[src/sacl_pkg.sv]
// Package with constants, types and decode for the ATA command layer
package sacl_pkg;

  // APB byte offsets of the task file and control words
  localparam logic [7:0] OFS_FEATURES = 8'h00;
  localparam logic [7:0] OFS_COUNT = 8'h04;
  localparam logic [7:0] OFS_SECTOR = 8'h08;
  localparam logic [7:0] OFS_CYL_LO = 8'h0C;
  localparam logic [7:0] OFS_CYL_HI = 8'h10;
  localparam logic [7:0] OFS_DRIVE_HEAD = 8'h14;
  localparam logic [7:0] OFS_COMMAND = 8'h18;
  localparam logic [7:0] OFS_CONFIG = 8'h1C;
  localparam logic [7:0] OFS_MAX_LBA = 8'h20;
  localparam logic [7:0] OFS_PARAM = 8'h24;

  // Values after reset
  localparam logic CONFIG_OPEN_DRAIN_RST = 1'b1;
  localparam logic [27:0] MAX_LBA_RST = 28'hFFFFFFF;

  // Drive/head field positions
  localparam int DH_LBA_BIT = 6;
  localparam int DH_DRIVE_BIT = 4;

  // Command codes that need their own handling
  localparam logic [7:0] CMD_READ_DMA = 8'hC8;
  localparam logic [7:0] CMD_SET_MAX = 8'hF9;
  localparam logic [7:0] CMD_READ_NATIVE_MAX = 8'hF8;
  localparam logic [7:0] CMD_WRITE_MULT_NOERASE = 8'hCD;
  localparam logic [7:0] CMD_WRITE_NOERASE = 8'h38;
  localparam logic [7:0] CMD_NOP = 8'h00;

  // Status and error bits of the Register FIS
  localparam logic [7:0] STAT_DRDY = 8'h40;
  localparam logic [7:0] STAT_ERR = 8'h01;
  localparam logic [7:0] ERR_ABRT = 8'h04;

  // Transfer sizes in doublewords and sectors
  localparam logic [15:0] DW_PER_SECTOR = 16'h0080;
  localparam logic [15:0] SECTORS_ZERO = 16'h0100;
  localparam logic [15:0] FIS_MAX_DW = 16'h0800;

  // Activity flicker timing
  localparam int CLK_MHZ = 10;
  localparam int ACT_HALF_US = 200;
  localparam int ACT_HALF_CYC = ACT_HALF_US * CLK_MHZ;

  // Data buffer shape
  localparam int FIFO_W = 32;
  localparam int FIFO_D = 32;

  // Command flow states, Gray along idle-prepare-data-status
  typedef enum logic [1:0] {
    ST_IDLE = 2'h0,
    ST_PREP = 2'h1,
    ST_DATA = 2'h3,
    ST_STATUS = 2'h2
  } sacl_state_t;

  typedef struct packed {
    logic known;
    logic dma_in;
    logic dh_full;
    logic lba_ok;
  } sacl_attr_t;

  // Command set: which codes exist and which fields they use
  function automatic sacl_attr_t sacl_decode(input logic [7:0] code);
    sacl_attr_t a;
    a = '{known: 1'b1, dma_in: 1'b0, dh_full: 1'b0, lba_ok: 1'b0};
    case (code)
      8'hC0, 8'hC4, 8'h20, 8'h40, 8'h41, 8'hF9, 8'h87, 8'hCA, 8'hC5,
      8'hCD, 8'h30, 8'h38:
      begin
        a.dh_full = 1'b1;
        a.lba_ok = 1'b1;
      end
      8'hC8:
      begin
        a.dh_full = 1'b1;
        a.lba_ok = 1'b1;
        a.dma_in = 1'b1;
      end
      8'hE5, 8'h98, 8'h90, 8'hE7, 8'hEC, 8'hE3, 8'h97, 8'hE1, 8'h95,
      8'h00, 8'hE4, 8'hF8, 8'h03, 8'hF6, 8'hF3, 8'hF4, 8'hF5, 8'hF1,
      8'hF2, 8'hEF, 8'hC6, 8'hE6, 8'h99, 8'hB0, 8'hE2, 8'h96, 8'hE0,
      8'h94, 8'hE8:
        a.known = 1'b1;
      default:
        a.known = 1'b0;
    endcase
    return a;
  endfunction

endpackage
[src/sacl_activity.sv]
// Device activity pin driver with flicker and open-drain mode
module sacl_activity
  import sacl_pkg::*;
(
  // Clock and reset
  input wire logic i_clk,
  input wire logic i_rst_n,
  // Control
  input wire logic i_busy,
  input wire logic i_open_drain,
  // Pin
  output logic o_pin_out,
  output logic o_pin_oe_n
);
  logic [15:0] cnt_r;
  logic level_r;
  logic wrap;

  assign wrap = (cnt_r == 16'(ACT_HALF_CYC - 1));

  // Flicker while busy, sit low while idle
  always_ff @(posedge i_clk or negedge i_rst_n)
  begin
    if (!i_rst_n)
    begin
      cnt_r <= 16'h0000;
      level_r <= 1'b0;
    end
    else if (!i_busy)
    begin
      cnt_r <= 16'h0000;
      level_r <= 1'b0;
    end
    else
    begin
      cnt_r <= wrap ? 16'h0000 : cnt_r + 16'h0001;
      level_r <= wrap ? ~level_r : level_r;
    end
  end

  // Open drain only pulls low, so a grounded pin never sources current
  always_ff @(posedge i_clk or negedge i_rst_n)
  begin
    if (!i_rst_n)
    begin
      o_pin_out <= 1'b0;
      o_pin_oe_n <= 1'b0;
    end
    else
    begin
      o_pin_out <= i_open_drain ? 1'b0 : level_r;
      o_pin_oe_n <= i_open_drain & level_r;
    end
  end

  a_od_never_high: assert property (@(posedge i_clk) disable iff (!i_rst_n)
    ($past(i_open_drain) && !o_pin_oe_n) |-> !o_pin_out)
    else $error("Open-drain pin driven high");

  a_idle_pin_low: assert property (@(posedge i_clk) disable iff (!i_rst_n)
    (!i_busy ##1 !i_busy) |=> (!o_pin_out && !o_pin_oe_n))
    else $error("Activity pin not low while idle");

endmodule

[src/sacl_cmd_layer.sv]
// ATA command layer: task file, decode, DMA-in flow and status FIS
//
// Summary of operation
// - DMA-in command enters prepare state
// - Prepare moves to send-data when data ready
// - Prepare moves to send-status when done or error
// - Each data FIS at most 2048 doublewords
// - Data FIS done returns to prepare
// - Send-status sends Register FIS, interrupt bit set
// - Register FIS sent returns to idle
// - F9h sets maximum address, block addressing allowed
// - CDh and 38h writes without erase decoded
// - F8h reads native maximum, drive bit only
// - Full drive/head usage keeps drive and head
// - Legacy commands and 00h complete as no-op
// - Block addressing only where command supports it
// - Open-drain activity mode never drives high
//
// The placing of the registers and the APB register port are this design's own decisions.
module sacl_cmd_layer
  import sacl_pkg::*;
#(
  parameter logic [27:0] NATIVE_MAX_LBA = 28'h0FFFFFF
)
(
  // Clock and reset
  input wire logic I_REF_CLK,
  input wire logic I_RST_N,
  // APB slave
  input wire logic I_PSEL,
  input wire logic I_PENABLE,
  input wire logic I_PWRITE,
  input wire logic [7:0] I_PADDR,
  input wire logic [31:0] I_PWDATA,
  output logic O_PREADY,
  output logic [31:0] O_PRDATA,
  output logic O_PSLVERR,
  // Media data source
  output logic O_MEDIA_REQ,
  output logic [27:0] O_MEDIA_LBA,
  input wire logic [31:0] I_MEDIA_DATA,
  input wire logic I_MEDIA_VALID,
  output logic O_MEDIA_READY,
  input wire logic I_MEDIA_ERR,
  // Transport data FIS
  output logic O_TP_DATA_REQ,
  output logic [11:0] O_TP_DATA_LEN,
  output logic [31:0] O_TX_DATA,
  output logic O_TX_VALID,
  input wire logic I_TX_READY,
  input wire logic I_TP_DATA_DONE,
  // Transport Register FIS
  output logic O_TP_REG_REQ,
  output logic [7:0] O_TP_REG_STATUS,
  output logic [7:0] O_TP_REG_ERROR,
  output logic O_TP_REG_IBIT,
  output logic [27:0] O_TP_REG_LBA,
  input wire logic I_TP_REG_DONE,
  // Activity indicator pin
  input wire logic I_ACT_IN,
  output logic O_ACT_OUT,
  output logic O_ACT_OE_N
);

  ////////////////////////////////////////////////////////////////////////////
  // Declarations
  sacl_state_t state_r;
  sacl_state_t state_nxt;
  logic [7:0] features_field_r;
  logic [7:0] count_field_r;
  logic [7:0] sector_field_r;
  logic [7:0] cyl_lo_r;
  logic [7:0] cyl_hi_r;
  logic [7:0] drive_head_field_r;
  logic open_drain_r;
  logic [27:0] max_lba_r;
  logic lba_mode_r;
  logic drive_r;
  logic [3:0] head_r;
  logic err_r;
  logic [15:0] remain_r;
  logic [15:0] fis_left_r;
  logic [2:0] act_sync_r;
  logic act_level_r;
  logic fis_req_r;

  ////////////////////////////////////////////////////////////////////////////
  // APB decode; one wait state gives registered answers
  logic apb_access;
  logic apb_wr;
  logic apb_rd;
  logic hit;
  logic wr_cmd;
  logic cmd_refused;
  logic [31:0] rd_mux;

  assign apb_access = I_PSEL & I_PENABLE & ~O_PREADY;
  assign apb_wr = I_PSEL & I_PENABLE & O_PREADY & I_PWRITE;
  assign apb_rd = apb_access & ~I_PWRITE;
  assign hit = (I_PADDR == OFS_FEATURES) | (I_PADDR == OFS_COUNT) |
    (I_PADDR == OFS_SECTOR) | (I_PADDR == OFS_CYL_LO) |
    (I_PADDR == OFS_CYL_HI) | (I_PADDR == OFS_DRIVE_HEAD) |
    (I_PADDR == OFS_COMMAND) | (I_PADDR == OFS_CONFIG) |
    (I_PADDR == OFS_MAX_LBA) | (I_PADDR == OFS_PARAM);
  // Command write while busy is refused so the running command survives
  assign cmd_refused = (I_PADDR == OFS_COMMAND) & I_PWRITE &
    (state_r != ST_IDLE);
  assign wr_cmd = apb_wr & (I_PADDR == OFS_COMMAND) & (state_r == ST_IDLE);

  assign rd_mux =
    (I_PADDR == OFS_FEATURES) ? {24'h000000, features_field_r} :
    (I_PADDR == OFS_COUNT) ? {24'h000000, count_field_r} :
    (I_PADDR == OFS_SECTOR) ? {24'h000000, sector_field_r} :
    (I_PADDR == OFS_CYL_LO) ? {24'h000000, cyl_lo_r} :
    (I_PADDR == OFS_CYL_HI) ? {24'h000000, cyl_hi_r} :
    (I_PADDR == OFS_DRIVE_HEAD) ? {24'h000000, drive_head_field_r} :
    (I_PADDR == OFS_COMMAND) ?
      {16'h0000, O_TP_REG_ERROR, O_TP_REG_STATUS[7:4], act_level_r, err_r,
       state_r} :
    (I_PADDR == OFS_CONFIG) ? {31'h00000000, open_drain_r} :
    (I_PADDR == OFS_MAX_LBA) ? {4'h0, max_lba_r} :
    (I_PADDR == OFS_PARAM) ? {26'h0000000, drive_r, lba_mode_r, head_r} :
    32'h00000000;

  // APB answer flops
  always_ff @(posedge I_REF_CLK or negedge I_RST_N)
  begin
    if (!I_RST_N)
    begin
      O_PREADY <= 1'b0;
      O_PRDATA <= 32'h00000000;
      O_PSLVERR <= 1'b0;
    end
    else
    begin
      O_PREADY <= apb_access;
      O_PRDATA <= apb_rd ? rd_mux : 32'h00000000;
      O_PSLVERR <= apb_access & (~hit | cmd_refused);
    end
  end

  ////////////////////////////////////////////////////////////////////////////
  // Task file, loaded before the command code
  always_ff @(posedge I_REF_CLK or negedge I_RST_N)
  begin
    if (!I_RST_N)
    begin
      features_field_r <= 8'h00;
      count_field_r <= 8'h00;
      sector_field_r <= 8'h00;
      cyl_lo_r <= 8'h00;
      cyl_hi_r <= 8'h00;
      drive_head_field_r <= 8'h00;
      open_drain_r <= CONFIG_OPEN_DRAIN_RST;
    end
    else if (apb_wr && state_r == ST_IDLE)
    begin
      if (I_PADDR == OFS_FEATURES) features_field_r <= I_PWDATA[7:0];
      if (I_PADDR == OFS_COUNT) count_field_r <= I_PWDATA[7:0];
      if (I_PADDR == OFS_SECTOR) sector_field_r <= I_PWDATA[7:0];
      if (I_PADDR == OFS_CYL_LO) cyl_lo_r <= I_PWDATA[7:0];
      if (I_PADDR == OFS_CYL_HI) cyl_hi_r <= I_PWDATA[7:0];
      if (I_PADDR == OFS_DRIVE_HEAD) drive_head_field_r <= I_PWDATA[7:0];
      if (I_PADDR == OFS_CONFIG) open_drain_r <= I_PWDATA[0];
    end
  end

  ////////////////////////////////////////////////////////////////////////////
  // Command decode and parameter usage
  sacl_attr_t attr;
  logic cmd_lba;
  logic [3:0] cmd_head;
  logic [27:0] cmd_addr;
  logic [15:0] cmd_sectors;
  logic [15:0] cmd_dwords;

  assign attr = sacl_decode(I_PWDATA[7:0]);
  // Block mode only when the command allows it
  assign cmd_lba = attr.lba_ok & drive_head_field_r[DH_LBA_BIT];
  // Drive-only commands see head bits as zero
  assign cmd_head = attr.dh_full ? drive_head_field_r[3:0] : 4'h0;
  assign cmd_addr = {cmd_head, cyl_hi_r, cyl_lo_r, sector_field_r};
  // Sector count zero means 256 sectors
  assign cmd_sectors = (count_field_r == 8'h00) ? SECTORS_ZERO :
    {8'h00, count_field_r};
  assign cmd_dwords = 16'(cmd_sectors * DW_PER_SECTOR);

  // Latched parameters, max address and media address
  always_ff @(posedge I_REF_CLK or negedge I_RST_N)
  begin
    if (!I_RST_N)
    begin
      lba_mode_r <= 1'b0;
      drive_r <= 1'b0;
      head_r <= 4'h0;
      max_lba_r <= MAX_LBA_RST;
      O_MEDIA_LBA <= 28'h0000000;
    end
    else if (wr_cmd)
    begin
      lba_mode_r <= cmd_lba;
      drive_r <= drive_head_field_r[DH_DRIVE_BIT];
      head_r <= cmd_head;
      O_MEDIA_LBA <= cmd_addr;
      if (I_PWDATA[7:0] == CMD_SET_MAX)
        max_lba_r <= cmd_addr;
    end
  end

  ////////////////////////////////////////////////////////////////////////////
  // Command flow state machine; command write starts it
  logic fifo_valid;
  logic [31:0] fifo_data;
  logic fifo_pop;
  logic [5:0] fifo_count;
  logic tx_take;
  logic [15:0] fis_len;

  assign fis_len = (remain_r > FIS_MAX_DW) ? FIS_MAX_DW : remain_r;

  always_comb
  begin
    state_nxt = state_r;
    unique case (state_r)
      ST_IDLE:
        if (wr_cmd)
          state_nxt = (attr.known && attr.dma_in) ? ST_PREP : ST_STATUS;
      ST_PREP:
        if (err_r || I_MEDIA_ERR || remain_r == 16'h0000)
          state_nxt = ST_STATUS;
        else if (fifo_valid)
          state_nxt = ST_DATA;
      ST_DATA:
        if (I_TP_DATA_DONE)
          state_nxt = ST_PREP;
      ST_STATUS:
        if (I_TP_REG_DONE)
          state_nxt = ST_IDLE;
    endcase
  end

  always_ff @(posedge I_REF_CLK or negedge I_RST_N)
  begin
    if (!I_RST_N)
      state_r <= ST_IDLE;
    else
      state_r <= state_nxt;
  end

  // Error flag: a media error in the very cycle of a new command still counts
  always_ff @(posedge I_REF_CLK or negedge I_RST_N)
  begin
    if (!I_RST_N)
      err_r <= 1'b0;
    else if (wr_cmd)
      err_r <= ~attr.known | I_MEDIA_ERR;
    else if (state_r != ST_IDLE && I_MEDIA_ERR)
      err_r <= 1'b1;
  end

  ////////////////////////////////////////////////////////////////////////////
  // Data path: media into FIFO, FIFO into a registered TX stage
  assign tx_take = O_TX_VALID & I_TX_READY;
  assign fifo_pop = (state_r == ST_DATA) & (fis_left_r != 16'h0000) &
    fifo_valid & (~O_TX_VALID | I_TX_READY);

  sacl_fifo #(.W(FIFO_W), .D(FIFO_D)) u_fifo (
    .i_clk(I_REF_CLK),
    .i_rst_n(I_RST_N),
    .i_in_valid(I_MEDIA_VALID & O_MEDIA_READY),
    .i_in_data(I_MEDIA_DATA),
    .o_in_ready(),
    .o_out_valid(fifo_valid),
    .o_out_data(fifo_data),
    .i_out_ready(fifo_pop),
    .o_count(fifo_count)
  );

  // Stop at the request so no stray word waits for the next command
  logic fetch_more;
  assign fetch_more = remain_r >
    16'(fifo_count) + 16'(I_MEDIA_VALID & O_MEDIA_READY);

  // Ready is registered one slot early so it never overfills the FIFO
  always_ff @(posedge I_REF_CLK or negedge I_RST_N)
  begin
    if (!I_RST_N)
    begin
      O_MEDIA_READY <= 1'b0;
      O_MEDIA_REQ <= 1'b0;
    end
    else
    begin
      O_MEDIA_READY <= O_MEDIA_REQ & fetch_more &
        (fifo_count < 6'(FIFO_D - 1));
      O_MEDIA_REQ <= (state_nxt == ST_PREP) | (state_nxt == ST_DATA);
    end
  end

  // Transfer counters and data FIS request
  always_ff @(posedge I_REF_CLK or negedge I_RST_N)
  begin
    if (!I_RST_N)
    begin
      remain_r <= 16'h0000;
      fis_left_r <= 16'h0000;
      fis_req_r <= 1'b0;
      O_TP_DATA_LEN <= 12'h000;
    end
    else
    begin
      if (wr_cmd)
        remain_r <= cmd_dwords;
      else if (fifo_pop)
        remain_r <= remain_r - 16'h0001;
      if (state_r == ST_PREP && state_nxt == ST_DATA)
      begin
        fis_left_r <= fis_len;
        O_TP_DATA_LEN <= fis_len[11:0] - 12'h001;
        fis_req_r <= 1'b1;
      end
      else
      begin
        if (fifo_pop)
          fis_left_r <= fis_left_r - 16'h0001;
        if (state_nxt != ST_DATA)
          fis_req_r <= 1'b0;
      end
    end
  end
  assign O_TP_DATA_REQ = fis_req_r;

  // TX stage holds a word until the transport takes it
  always_ff @(posedge I_REF_CLK or negedge I_RST_N)
  begin
    if (!I_RST_N)
    begin
      O_TX_VALID <= 1'b0;
      O_TX_DATA <= 32'h00000000;
    end
    else if (fifo_pop)
    begin
      O_TX_VALID <= 1'b1;
      O_TX_DATA <= fifo_data;
    end
    else if (tx_take)
      O_TX_VALID <= 1'b0;
  end

  ////////////////////////////////////////////////////////////////////////////
  // Register FIS content, loaded on entry to the status state
  logic enter_status;
  logic abort_now;

  assign enter_status = (state_nxt == ST_STATUS) & (state_r != ST_STATUS);
  assign abort_now = wr_cmd ? ~attr.known : (err_r | I_MEDIA_ERR);

  always_ff @(posedge I_REF_CLK or negedge I_RST_N)
  begin
    if (!I_RST_N)
    begin
      O_TP_REG_REQ <= 1'b0;
      O_TP_REG_STATUS <= STAT_DRDY;
      O_TP_REG_ERROR <= 8'h00;
      O_TP_REG_IBIT <= 1'b0;
      O_TP_REG_LBA <= 28'h0000000;
    end
    else if (enter_status)
    begin
      O_TP_REG_REQ <= 1'b1;
      O_TP_REG_IBIT <= 1'b1;
      O_TP_REG_STATUS <= abort_now ? (STAT_DRDY | STAT_ERR) : STAT_DRDY;
      O_TP_REG_ERROR <= abort_now ? ERR_ABRT : 8'h00;
      if (wr_cmd && I_PWDATA[7:0] == CMD_READ_NATIVE_MAX)
        O_TP_REG_LBA <= NATIVE_MAX_LBA;
      else if (wr_cmd)
        O_TP_REG_LBA <= cmd_addr;
    end
    else if (state_r == ST_STATUS && I_TP_REG_DONE)
    begin
      O_TP_REG_REQ <= 1'b0;
      O_TP_REG_IBIT <= 1'b0;
    end
  end

  ////////////////////////////////////////////////////////////////////////////
  // Activity pin: readback synchroniser and driver
  always_ff @(posedge I_REF_CLK or negedge I_RST_N)
  begin
    if (!I_RST_N)
    begin
      act_sync_r <= 3'h0;
      act_level_r <= 1'b0;
    end
    else
    begin
      act_sync_r <= {act_sync_r[1:0], I_ACT_IN};
      if (act_sync_r[2] == act_sync_r[1])
        act_level_r <= act_sync_r[2];
    end
  end

  sacl_activity u_act (
    .i_clk(I_REF_CLK),
    .i_rst_n(I_RST_N),
    .i_busy(O_MEDIA_REQ),
    .i_open_drain(open_drain_r),
    .o_pin_out(O_ACT_OUT),
    .o_pin_oe_n(O_ACT_OE_N)
  );

  ////////////////////////////////////////////////////////////////////////////
  // Checks
  a_dma_cmd_prep: assert property (@(posedge I_REF_CLK)
    disable iff (!I_RST_N)
    (wr_cmd && attr.known && attr.dma_in) |=> state_r == ST_PREP)
    else $error("DMA-in command did not enter prepare");

  a_prep_to_data: assert property (@(posedge I_REF_CLK)
    disable iff (!I_RST_N)
    (state_r == ST_PREP && !err_r && !I_MEDIA_ERR && remain_r != 16'h0000
     && fifo_valid) |=> (state_r == ST_DATA && O_TP_DATA_REQ))
    else $error("Ready data did not start a data FIS");

  a_prep_to_status: assert property (@(posedge I_REF_CLK)
    disable iff (!I_RST_N)
    (state_r == ST_PREP && (err_r || remain_r == 16'h0000))
    |=> (state_r == ST_STATUS && O_TP_REG_REQ))
    else $error("Finished or failed transfer did not send status");

  a_fis_len_max: assert property (@(posedge I_REF_CLK)
    disable iff (!I_RST_N)
    (state_r == ST_DATA) |-> (fis_left_r <= FIS_MAX_DW))
    else $error("Data FIS longer than 2048 doublewords");

  a_data_back: assert property (@(posedge I_REF_CLK)
    disable iff (!I_RST_N)
    (state_r == ST_DATA && I_TP_DATA_DONE) |=> (state_r == ST_PREP
     && !O_TP_DATA_REQ))
    else $error("Data FIS done did not return to prepare");

  a_reg_ibit: assert property (@(posedge I_REF_CLK)
    disable iff (!I_RST_N)
    O_TP_REG_REQ |-> (O_TP_REG_IBIT && state_r == ST_STATUS))
    else $error("Register FIS without interrupt bit");

  a_status_idle: assert property (@(posedge I_REF_CLK)
    disable iff (!I_RST_N)
    (state_r == ST_STATUS && I_TP_REG_DONE) |=> (state_r == ST_IDLE
     && !O_TP_REG_REQ))
    else $error("Status sent but not idle");

  a_unknown_abort: assert property (@(posedge I_REF_CLK)
    disable iff (!I_RST_N)
    (wr_cmd && !attr.known) |=> (O_TP_REG_ERROR == ERR_ABRT
     && O_TP_REG_STATUS == (STAT_DRDY | STAT_ERR)))
    else $error("Unknown command not aborted");

endmodule

[src/sacl_fifo.sv]
// Flip-flop FIFO with valid/ready on both sides
module sacl_fifo
  import sacl_pkg::*;
#(
  parameter int W = FIFO_W,
  parameter int D = FIFO_D
)
(
  // Clock and reset
  input wire logic i_clk,
  input wire logic i_rst_n,
  // Fill side
  input wire logic i_in_valid,
  input wire logic [W-1:0] i_in_data,
  output logic o_in_ready,
  // Drain side
  output logic o_out_valid,
  output logic [W-1:0] o_out_data,
  input wire logic i_out_ready,
  // Fill level
  output logic [$clog2(D):0] o_count
);
  localparam int AW = $clog2(D);

  logic [W-1:0] mem_r [D];
  logic [AW:0] wr_ptr_r;
  logic [AW:0] rd_ptr_r;
  logic push;
  logic pop;

  // Extra pointer bit tells full from empty
  assign o_count = wr_ptr_r - rd_ptr_r;
  assign o_in_ready = (o_count != (AW+1)'(D));
  assign o_out_valid = (o_count != '0);
  assign o_out_data = mem_r[rd_ptr_r[AW-1:0]];
  assign push = i_in_valid & o_in_ready;
  assign pop = i_out_ready & o_out_valid;

  // Pointers
  always_ff @(posedge i_clk or negedge i_rst_n)
  begin
    if (!i_rst_n)
    begin
      wr_ptr_r <= '0;
      rd_ptr_r <= '0;
    end
    else
    begin
      wr_ptr_r <= wr_ptr_r + (AW+1)'(push);
      rd_ptr_r <= rd_ptr_r + (AW+1)'(pop);
    end
  end

  // Storage needs no reset, empty entries are never read out
  always_ff @(posedge i_clk)
  begin
    if (push)
      mem_r[wr_ptr_r[AW-1:0]] <= i_in_data;
  end

endmodule

[config.mk]
export PLATFORM = sky130hd
export DESIGN_NAME = sacl_cmd_layer
export DESIGN_NICKNAME = d
export VERILOG_FILES = /design/src/sacl_pkg.sv /design/src/sacl_activity.sv /design/src/sacl_cmd_layer.sv /design/src/sacl_fifo.sv
export SDC_FILE = /design/constraint.sdc
export NUM_CORES = 2
export LEC_CHECK = 0
export ABC_AREA = 1
export BUFFER_PORTS_ARGS = -buffer_cell sky130_fd_sc_hd__clkbuf_2
export CORE_MARGIN = 2
export CORE_UTILIZATION = 37
export DETAILED_ROUTE_END_ITERATION = 16
export GPL_TIMING_DRIVEN = 0
export RECOVER_POWER = 25
export REMOVE_ABC_BUFFERS = 1
export SKIP_CTS_REPAIR_TIMING = 1
export SLEW_MARGIN = 20
export SYNTH_ARGS = -nofsm -noshare
export SYNTH_HDL_FRONTEND = slang
export SYNTH_HIERARCHICAL = 1
export SYNTH_SLANG_ARGS = --single-unit
[constraint.sdc]
create_clock -name I_REF_CLK -period 4.5 [get_ports I_REF_CLK]
set_clock_uncertainty 0.05 [all_clocks]
set_input_delay 0.225 -clock I_REF_CLK [delete_from_list [all_inputs] [get_ports I_REF_CLK]]
set_output_delay 0.225 -clock I_REF_CLK [all_outputs]
set_load 0.02 [all_outputs]
Word-level counts from Yosys, hierarchy flattened
Memories as Yosys holds them, arrays and structs flattened. A register that Yosys moved wholly into a read port is not among the register bits.
Cells that the tools add are included.
{"block": "classes", "n_eq_ne": 62, "bitwise": 43, "magnitude_cmp": 3, "n_addsub": 8, "muxes": 48, "n_reduce_logical": 35}
{"op": "$mux 28", "count": 12}
{"op": "$eq 8x8->1 const B", "count": 35}
{"op": "$mux 16", "count": 7}
{"op": "$reduce_or 42->1", "count": 1}
{"op": "$eq 8x6->1 const B", "count": 5}
{"op": "$eq 8x5->1 const B", "count": 4}
{"op": "$sub 16x1->16 const B", "count": 2}
{"op": "$logic_not 8->1", "count": 3}
{"op": "$and 1x1->1", "count": 23}
{"op": "$reduce_and 2->1", "count": 9}
{"op": "$mux 1", "count": 17}
{"op": "$add 16x1->16 const B", "count": 1}
{"op": "$eq 16x11->1 const B", "count": 1}
{"op": "$eq 8x4->1 const B", "count": 2}
{"op": "$eq 8x7->1 const B", "count": 2}
{"op": "$gt 16x12->1 const B", "count": 1}
{"op": "$gt 16x7->1", "count": 1}
{"op": "$logic_not 16->1", "count": 1}
{"op": "$reduce_bool 16->1", "count": 1}
{"op": "$reduce_bool 2->1", "count": 8}
{"op": "$mux 2", "count": 7}
{"op": "$or 1x1->1", "count": 14}
{"op": "$reduce_or 13->1", "count": 1}
{"op": "$add 6x1->6", "count": 2}
{"op": "23 further kinds", "count": 39}
{"block": "word_totals", "ff_bits": 272, "in_bits": 83, "elab_cells": 236, "ram_bits": 1024, "output_inout_bits": 158, "memories": 1}
{"memory": "u_fifo.mem_r", "depth": 32, "width": 32, "read_ports": 1, "rd_clocked_by_memory_dff": 1, "wr": 1, "line_no": "sacl_fifo.sv:25", "rtl": "logic [W-1:0] mem_r [D];"}

Longest topological paths before layout
{"block": "depth", "word_depth": 13, "depth_mapped": 22, "mapped_depth_nobuf": 21}

Cells and area by module
Netlist, hierarchy kept.
{"mod": "sacl_fifo", "instances": 1, "cells_per_inst": 3747, "area_each_um2": 42359.4, "seq_area_each_um2": 31049.8}
{"mod": "sacl_cmd_layer", "instances": 1, "cells_per_inst": 1486, "area_each_um2": 12017.8, "seq_area_each_um2": 6367.4}
{"mod": "sacl_activity", "instances": 1, "cells_per_inst": 126, "area_each_um2": 1027.2, "seq_area_each_um2": 475.5}

Worst setup path after synthesis
OpenSTA, ideal clock, no wires.
{"block": "synth_path", "path_kind": "register to register", "startpoint": "register u_fifo.rd_ptr_r[1]", "endpoint": "memory u_fifo/mem_r[13][0] (netlist name) (enable)", "setup_ns": 0.421, "setup_slack_ns": 0.543, "arrival_ns": 3.486, "path_stages_with_launch": 15, "synth_period_minus_slack_ns": 3.957, "required_ns": 4.029, "n_path_buf": 3, "path_cell_list": "dfrtp_1 inv_2 clkbuf_1 clkbuf_1 ha_1 nand2_1 nand2_1 nand3_1 nand2_1 nand2_1 nand2_1 nand2_1 nand2_1 buf_2 nor2_1"}
{"block": "synth_via", "elab_chain_len": 5}
{"item": "from (decl)", "line_no": "sacl_fifo.sv:27", "rtl": "logic [AW:0] rd_ptr_r;"}
{"item": "from (signal assigned)", "line_no": "sacl_fifo.sv:50", "rtl": "rd_ptr_r <= rd_ptr_r + (AW+1)'(pop);"}
{"item": "$sub 6x6->6", "line_no": "sacl_fifo.sv:32", "rtl": "assign o_count = wr_ptr_r - rd_ptr_r;"}
{"item": "net fifo_count[5]", "line_no": "sacl_cmd_layer.sv:215", "rtl": "logic [5:0] fifo_count;"}
{"item": "$ne 6x6->1", "line_no": "sacl_fifo.sv:33", "rtl": "assign o_in_ready = (o_count != (AW+1)'(D));"}
{"item": "net u_fifo.o_in_ready", "line_no": "sacl_fifo.sv:15", "rtl": "output logic o_in_ready,"}
{"item": "$and 1x1->1", "line_no": "sacl_fifo.sv:36", "rtl": "assign push = i_in_valid & o_in_ready;"}
{"item": "$mux 1", "line_no": "sacl_fifo.sv:57", "rtl": "if (push)"}
{"item": "$mux 1 (implied by the code)", "line_no": "sacl_fifo.sv:58", "rtl": "mem_r[wr_ptr_r[AW-1:0]] <= i_in_data;"}
{"item": "to (decl)", "line_no": "sacl_fifo.sv:25"}
The timed path passes the listed nets, and every way through them passes these cells.

Final worst setup path
{"block": "layout_path", "startpoint": "register u_fifo.rd_ptr_r[4]", "endpoint": "register u_fifo.rd_ptr_r[4]"}
{"block": "layout_via", "elab_chain_len": 6}
{"item": "$sub 6x6->6 (*)", "line_no": "sacl_fifo.sv:32"}
{"item": "net fifo_count[5]", "line_no": "sacl_cmd_layer.sv:215"}
{"item": "$reduce_bool 6->1 (*)", "line_no": "sacl_fifo.sv:34", "rtl": "assign o_out_valid = (o_count != '0);"}
{"item": "net fifo_valid", "line_no": "sacl_cmd_layer.sv:212", "rtl": "logic fifo_valid;"}
{"item": "$and 1x1->1", "line_no": "sacl_cmd_layer.sv:264", "rtl": "assign fifo_pop = (state_r == ST_DATA) & (fis_left_r != 16'h0000) &"}
{"item": "$and 1x1->1", "line_no": "sacl_cmd_layer.sv:265", "rtl": "fifo_valid & (~O_TX_VALID | I_TX_READY);"}
{"item": "$and 1x1->1 (*)", "line_no": "sacl_fifo.sv:37", "rtl": "assign pop = i_out_ready & o_out_valid;"}
{"item": "$add 6x1->6 (*)", "line_no": "sacl_fifo.sv:50"}
Mark *: on every way through the listed nets, which the timed path passes. The rest lies on a longest branch.
A chain may end at the register's enable or synchronous reset.

==> impl_metrics.tcl <==
set metrics [dict create \
    outcome "finished with violations" \
    violations "negative hold slack" \
    ant_nets 0 \
    dieArea_sq_um 152900 \
    final_common_cell "nand2_1" \
    power_mw 24.96 \
    synthFlopType "edfxtp_1" \
    clock_sinks 1308 \
    hold_viol 14 \
    end_kind "flip-flop" \
    max-cap-violations 0 \
    utilization_pct 43.80 \
    seq_area_sq_um 37910 \
    tightest_slew_ns 1.281 \
    synth_edf_count 1024 \
    drive_gt1_share_pct 10.78 \
    grt_pass1_vias 36200 \
    core_sq_um 149200 \
    synth_cell_type_count 51 \
    dpl.hpwl_um 92450 \
    grt_first_pass_wirelength_um 226100 \
    max_freq_mhz 233.0 \
    drv_slew 0 \
    timing.rr.start "u_fifo/rd_ptr_r[4]" \
    rsz0062_at_grt "false" \
    path_cells "buf_12 -> inv_8 -> buf_12 -> ha_1 -> nand2_1 -> inv_1 -> nand3_1 -> nand3_1 -> nand2_1 -> inv_1 -> nand2_1 -> inv_1 -> nor3_1 -> nand2_1 -> a21oi_4 -> buf_16 -> a21boi_0 -> ha_1 -> ha_1 -> nand2_1 -> xor2_1" \
    first_pass_iters 6 \
    min_path_type "input port to asynchronous set/reset pin" \
    drt_wl_total_um 152300 \
    gp_congestion 0.8486 \
    cp_num_buf_inv 7 \
    required_ns 5.10 \
    synthCells 5359 \
    io_buffers 198 \
    grtUsageTotal_pct 19.45 \
    cts_buffers 142 \
    grt_antenna_before_repair 6 \
    startpoint "u_fifo/rd_ptr_r[4]" \
    vias 38950 \
    power_density_nw_per_um2 381.8 \
    critical_path_arrival_ns 4.89 \
    die_h_um 391.0 \
    min_period_ns 4.292 \
    multi_input_area_sq_um 15530 \
    ys_seq_elements 1308 \
    drtIter0Drc 3407 \
    vias_per_cell 5.105 \
    design.portCount 241 \
    p_leak_nw 25.63 \
    cts-htree-levels 4 \
    hold_slack_ns -0.01936 \
    slowest_stage "dfrtp_4" \
    area_delta_synth_final_pct 17.99 \
    syn_avg_cell_area_sq_um 10.34 \
    drc 0 \
    cts_tree "built" \
    post_drt_wl_per_cell_um 19.96 \
    startpoint_type "flip-flop" \
    clock_latency_ns 0.78 \
    setup_viol 0 \
    synthArstFlopShare_pct 21.71 \
    std_cell_rows 142 \
    fill_cells 13680 \
    final_nets 5677 \
    crit_top_cell "nand2_1" \
    worst_path_dominant_cell_family "simple AND/OR/NAND/NOR gates" \
    setup_tns_ns 0 \
    critPathKind "flip-flop to flip-flop" \
    grt_max_degree 189 \
    max_slew_margin_pct 14.57 \
    netlist_area_sq_um 55400 \
    cp_max_fo 18 \
    clockBufferDepth 3 \
    clk_pin_slew_worst_paths_ns 0.06 \
    start_util_pct 37.12 \
    grt-ovfl-total 0 \
    ys_seq_area_share_pct 68.39 \
    root_buffer "clkbuf_16" \
    antennaDiodeCount 0 \
    ir_drop_mv 0.2842 \
    die_x_um 391.0 \
    yosys_warnings 6 \
    mostFrequentLayoutCells "1815 x nand2_1, 1024 x edfxtp_1, 551 x nor2_1, 474 x nand3_1, 254 x o21ai_0" \
    max_stage_delay_ns 0.51 \
    period_share_pct 95.37 \
]
==> final timing paths <==
check	depth (start not counted)	endpoint	slack (ns)
min in group I_REF_CLK	5	open_drain_r	-0.02
setup / recovery	21	u_fifo/rd_ptr_r[4]	0.21
max in group asynchronous	4	max_lba_r[15]	3.22
hold reg to reg	0	act_sync_r[1]	0.30
setup reg to reg	21	u_fifo/rd_ptr_r[4]	0.21
hold / removal	2	O_MEDIA_READY	-0.02
==> per-layer routing <==
layer  GRT usage (%)  vias to the layer above  part of all wire (%)
li1                -                    18320                     -
met1           26.81                    18890                    43
met2           31.51                     1445                    47
met3           2.883                      288                   6.9
met4           6.437                        6                   3.0
met5               0                        -                 0.023
==> cell usage after synthesis, types with 23 or more instances <==
master | n | area (sq um)
nand2_1 | 1818 | 6824
edfxtp_1 | 1024 | 30750
nor2_1 | 584 | 2192
nand3_1 | 476 | 2382
dfrtp_1 | 255 | 6381
o21ai_0 | 254 | 1271
inv_1 | 242 | 908.4
clkbuf_1 | 141 | 529.3
a21oi_1 | 140 | 700.7
nor3_1 | 57 | 285.3
buf_2 | 54 | 270.3
buf_4 | 42 | 315.3
buf_1 | 32 | 120.1
dfstp_2 | 29 | 762.0
xor2_1 | 29 | 254.0
nand4_1 | 23 | 143.9
==> flip-flops by register name (all words and copies together), names as in the netlist, 3 cells and up <==
name / count
cyl_hi_r: 8
O_TX_DATA: 32
fis_left_r: 16
u_act/cnt_r: 16
O_MEDIA_LBA: 28
u_fifo/rd_ptr_r: 6
u_fifo/mem_r: 1024
max_lba_r: 28
u_fifo/wr_ptr_r: 6
act_sync_r: 3
O_PRDATA: 28
count_field_r: 8
O_TP_DATA_LEN: 12
sector_field_r: 8
remain_r: 16
drive_head_field_r: 8
O_TP_REG_LBA: 28
features_field_r: 8
cyl_lo_r: 8
==> stage by stage <==
step                instance area, sq um  cells  setup WS (ns)
global placement                   57520   7236         -32.85
floorplan                          54090   5094         -11.71
finish                             65370   7630         0.2083
global route                       65370   7630       0.001955
detailed placement                 60330   7333        -0.7856
CTS                                64960   7592        -0.8009
==> layout make-up <==
type	instances	share of cell area [%]
Sequential cell	1308	57.99
Timing Repair Buffer	333	5.891
Inverter	256	1.562
Clock buffer	199	6.075
Tap cell	1944	3.721
Multi-Input combinational cell	3530	23.75
Clock inverter	60	1.012
==> worst reg2reg max path, delay by kind of cell, from the launching register on <==
family / cells / cell delay, ns
buffers and inverters: 7 / 1.04
AND/OR/NAND/NOR: 8 / 1.08
XOR/XNOR: 1 / 0.18
flip-flops: 1 / 0.51
AO/OA/AOI/OAI: 2 / 0.57
adder cells (fa/ha/maj): 3 / 0.77
==> report_power, final <==
group / switching [mW] / internal, mW / total (mW) / leakage (nW)
Clock: 4.88 / 6.62 / 11.5 / 2.26
Sequential: 0.0180 / 13.1 / 13.1 / 12.8
Combinational: 0.298 / 0.0718 / 0.370 / 10.5
==> cells by family (layout without fill, tap and decap cells) <==
logic type,count (synthesis),after routing,share of synthesized area [%]
AND/OR/NAND/NOR,3003,3003,22.04
XOR/XNOR,38,38,0.6007
adder cells (fa/ha/maj),24,24,0.5510
AO/OA/AOI/OAI,447,447,4.189
other,2,18,0.01355
buffers and inverters,537,848,4.212
flip-flops,1308,1308,68.39
Power figures use the tool's default switching activity.
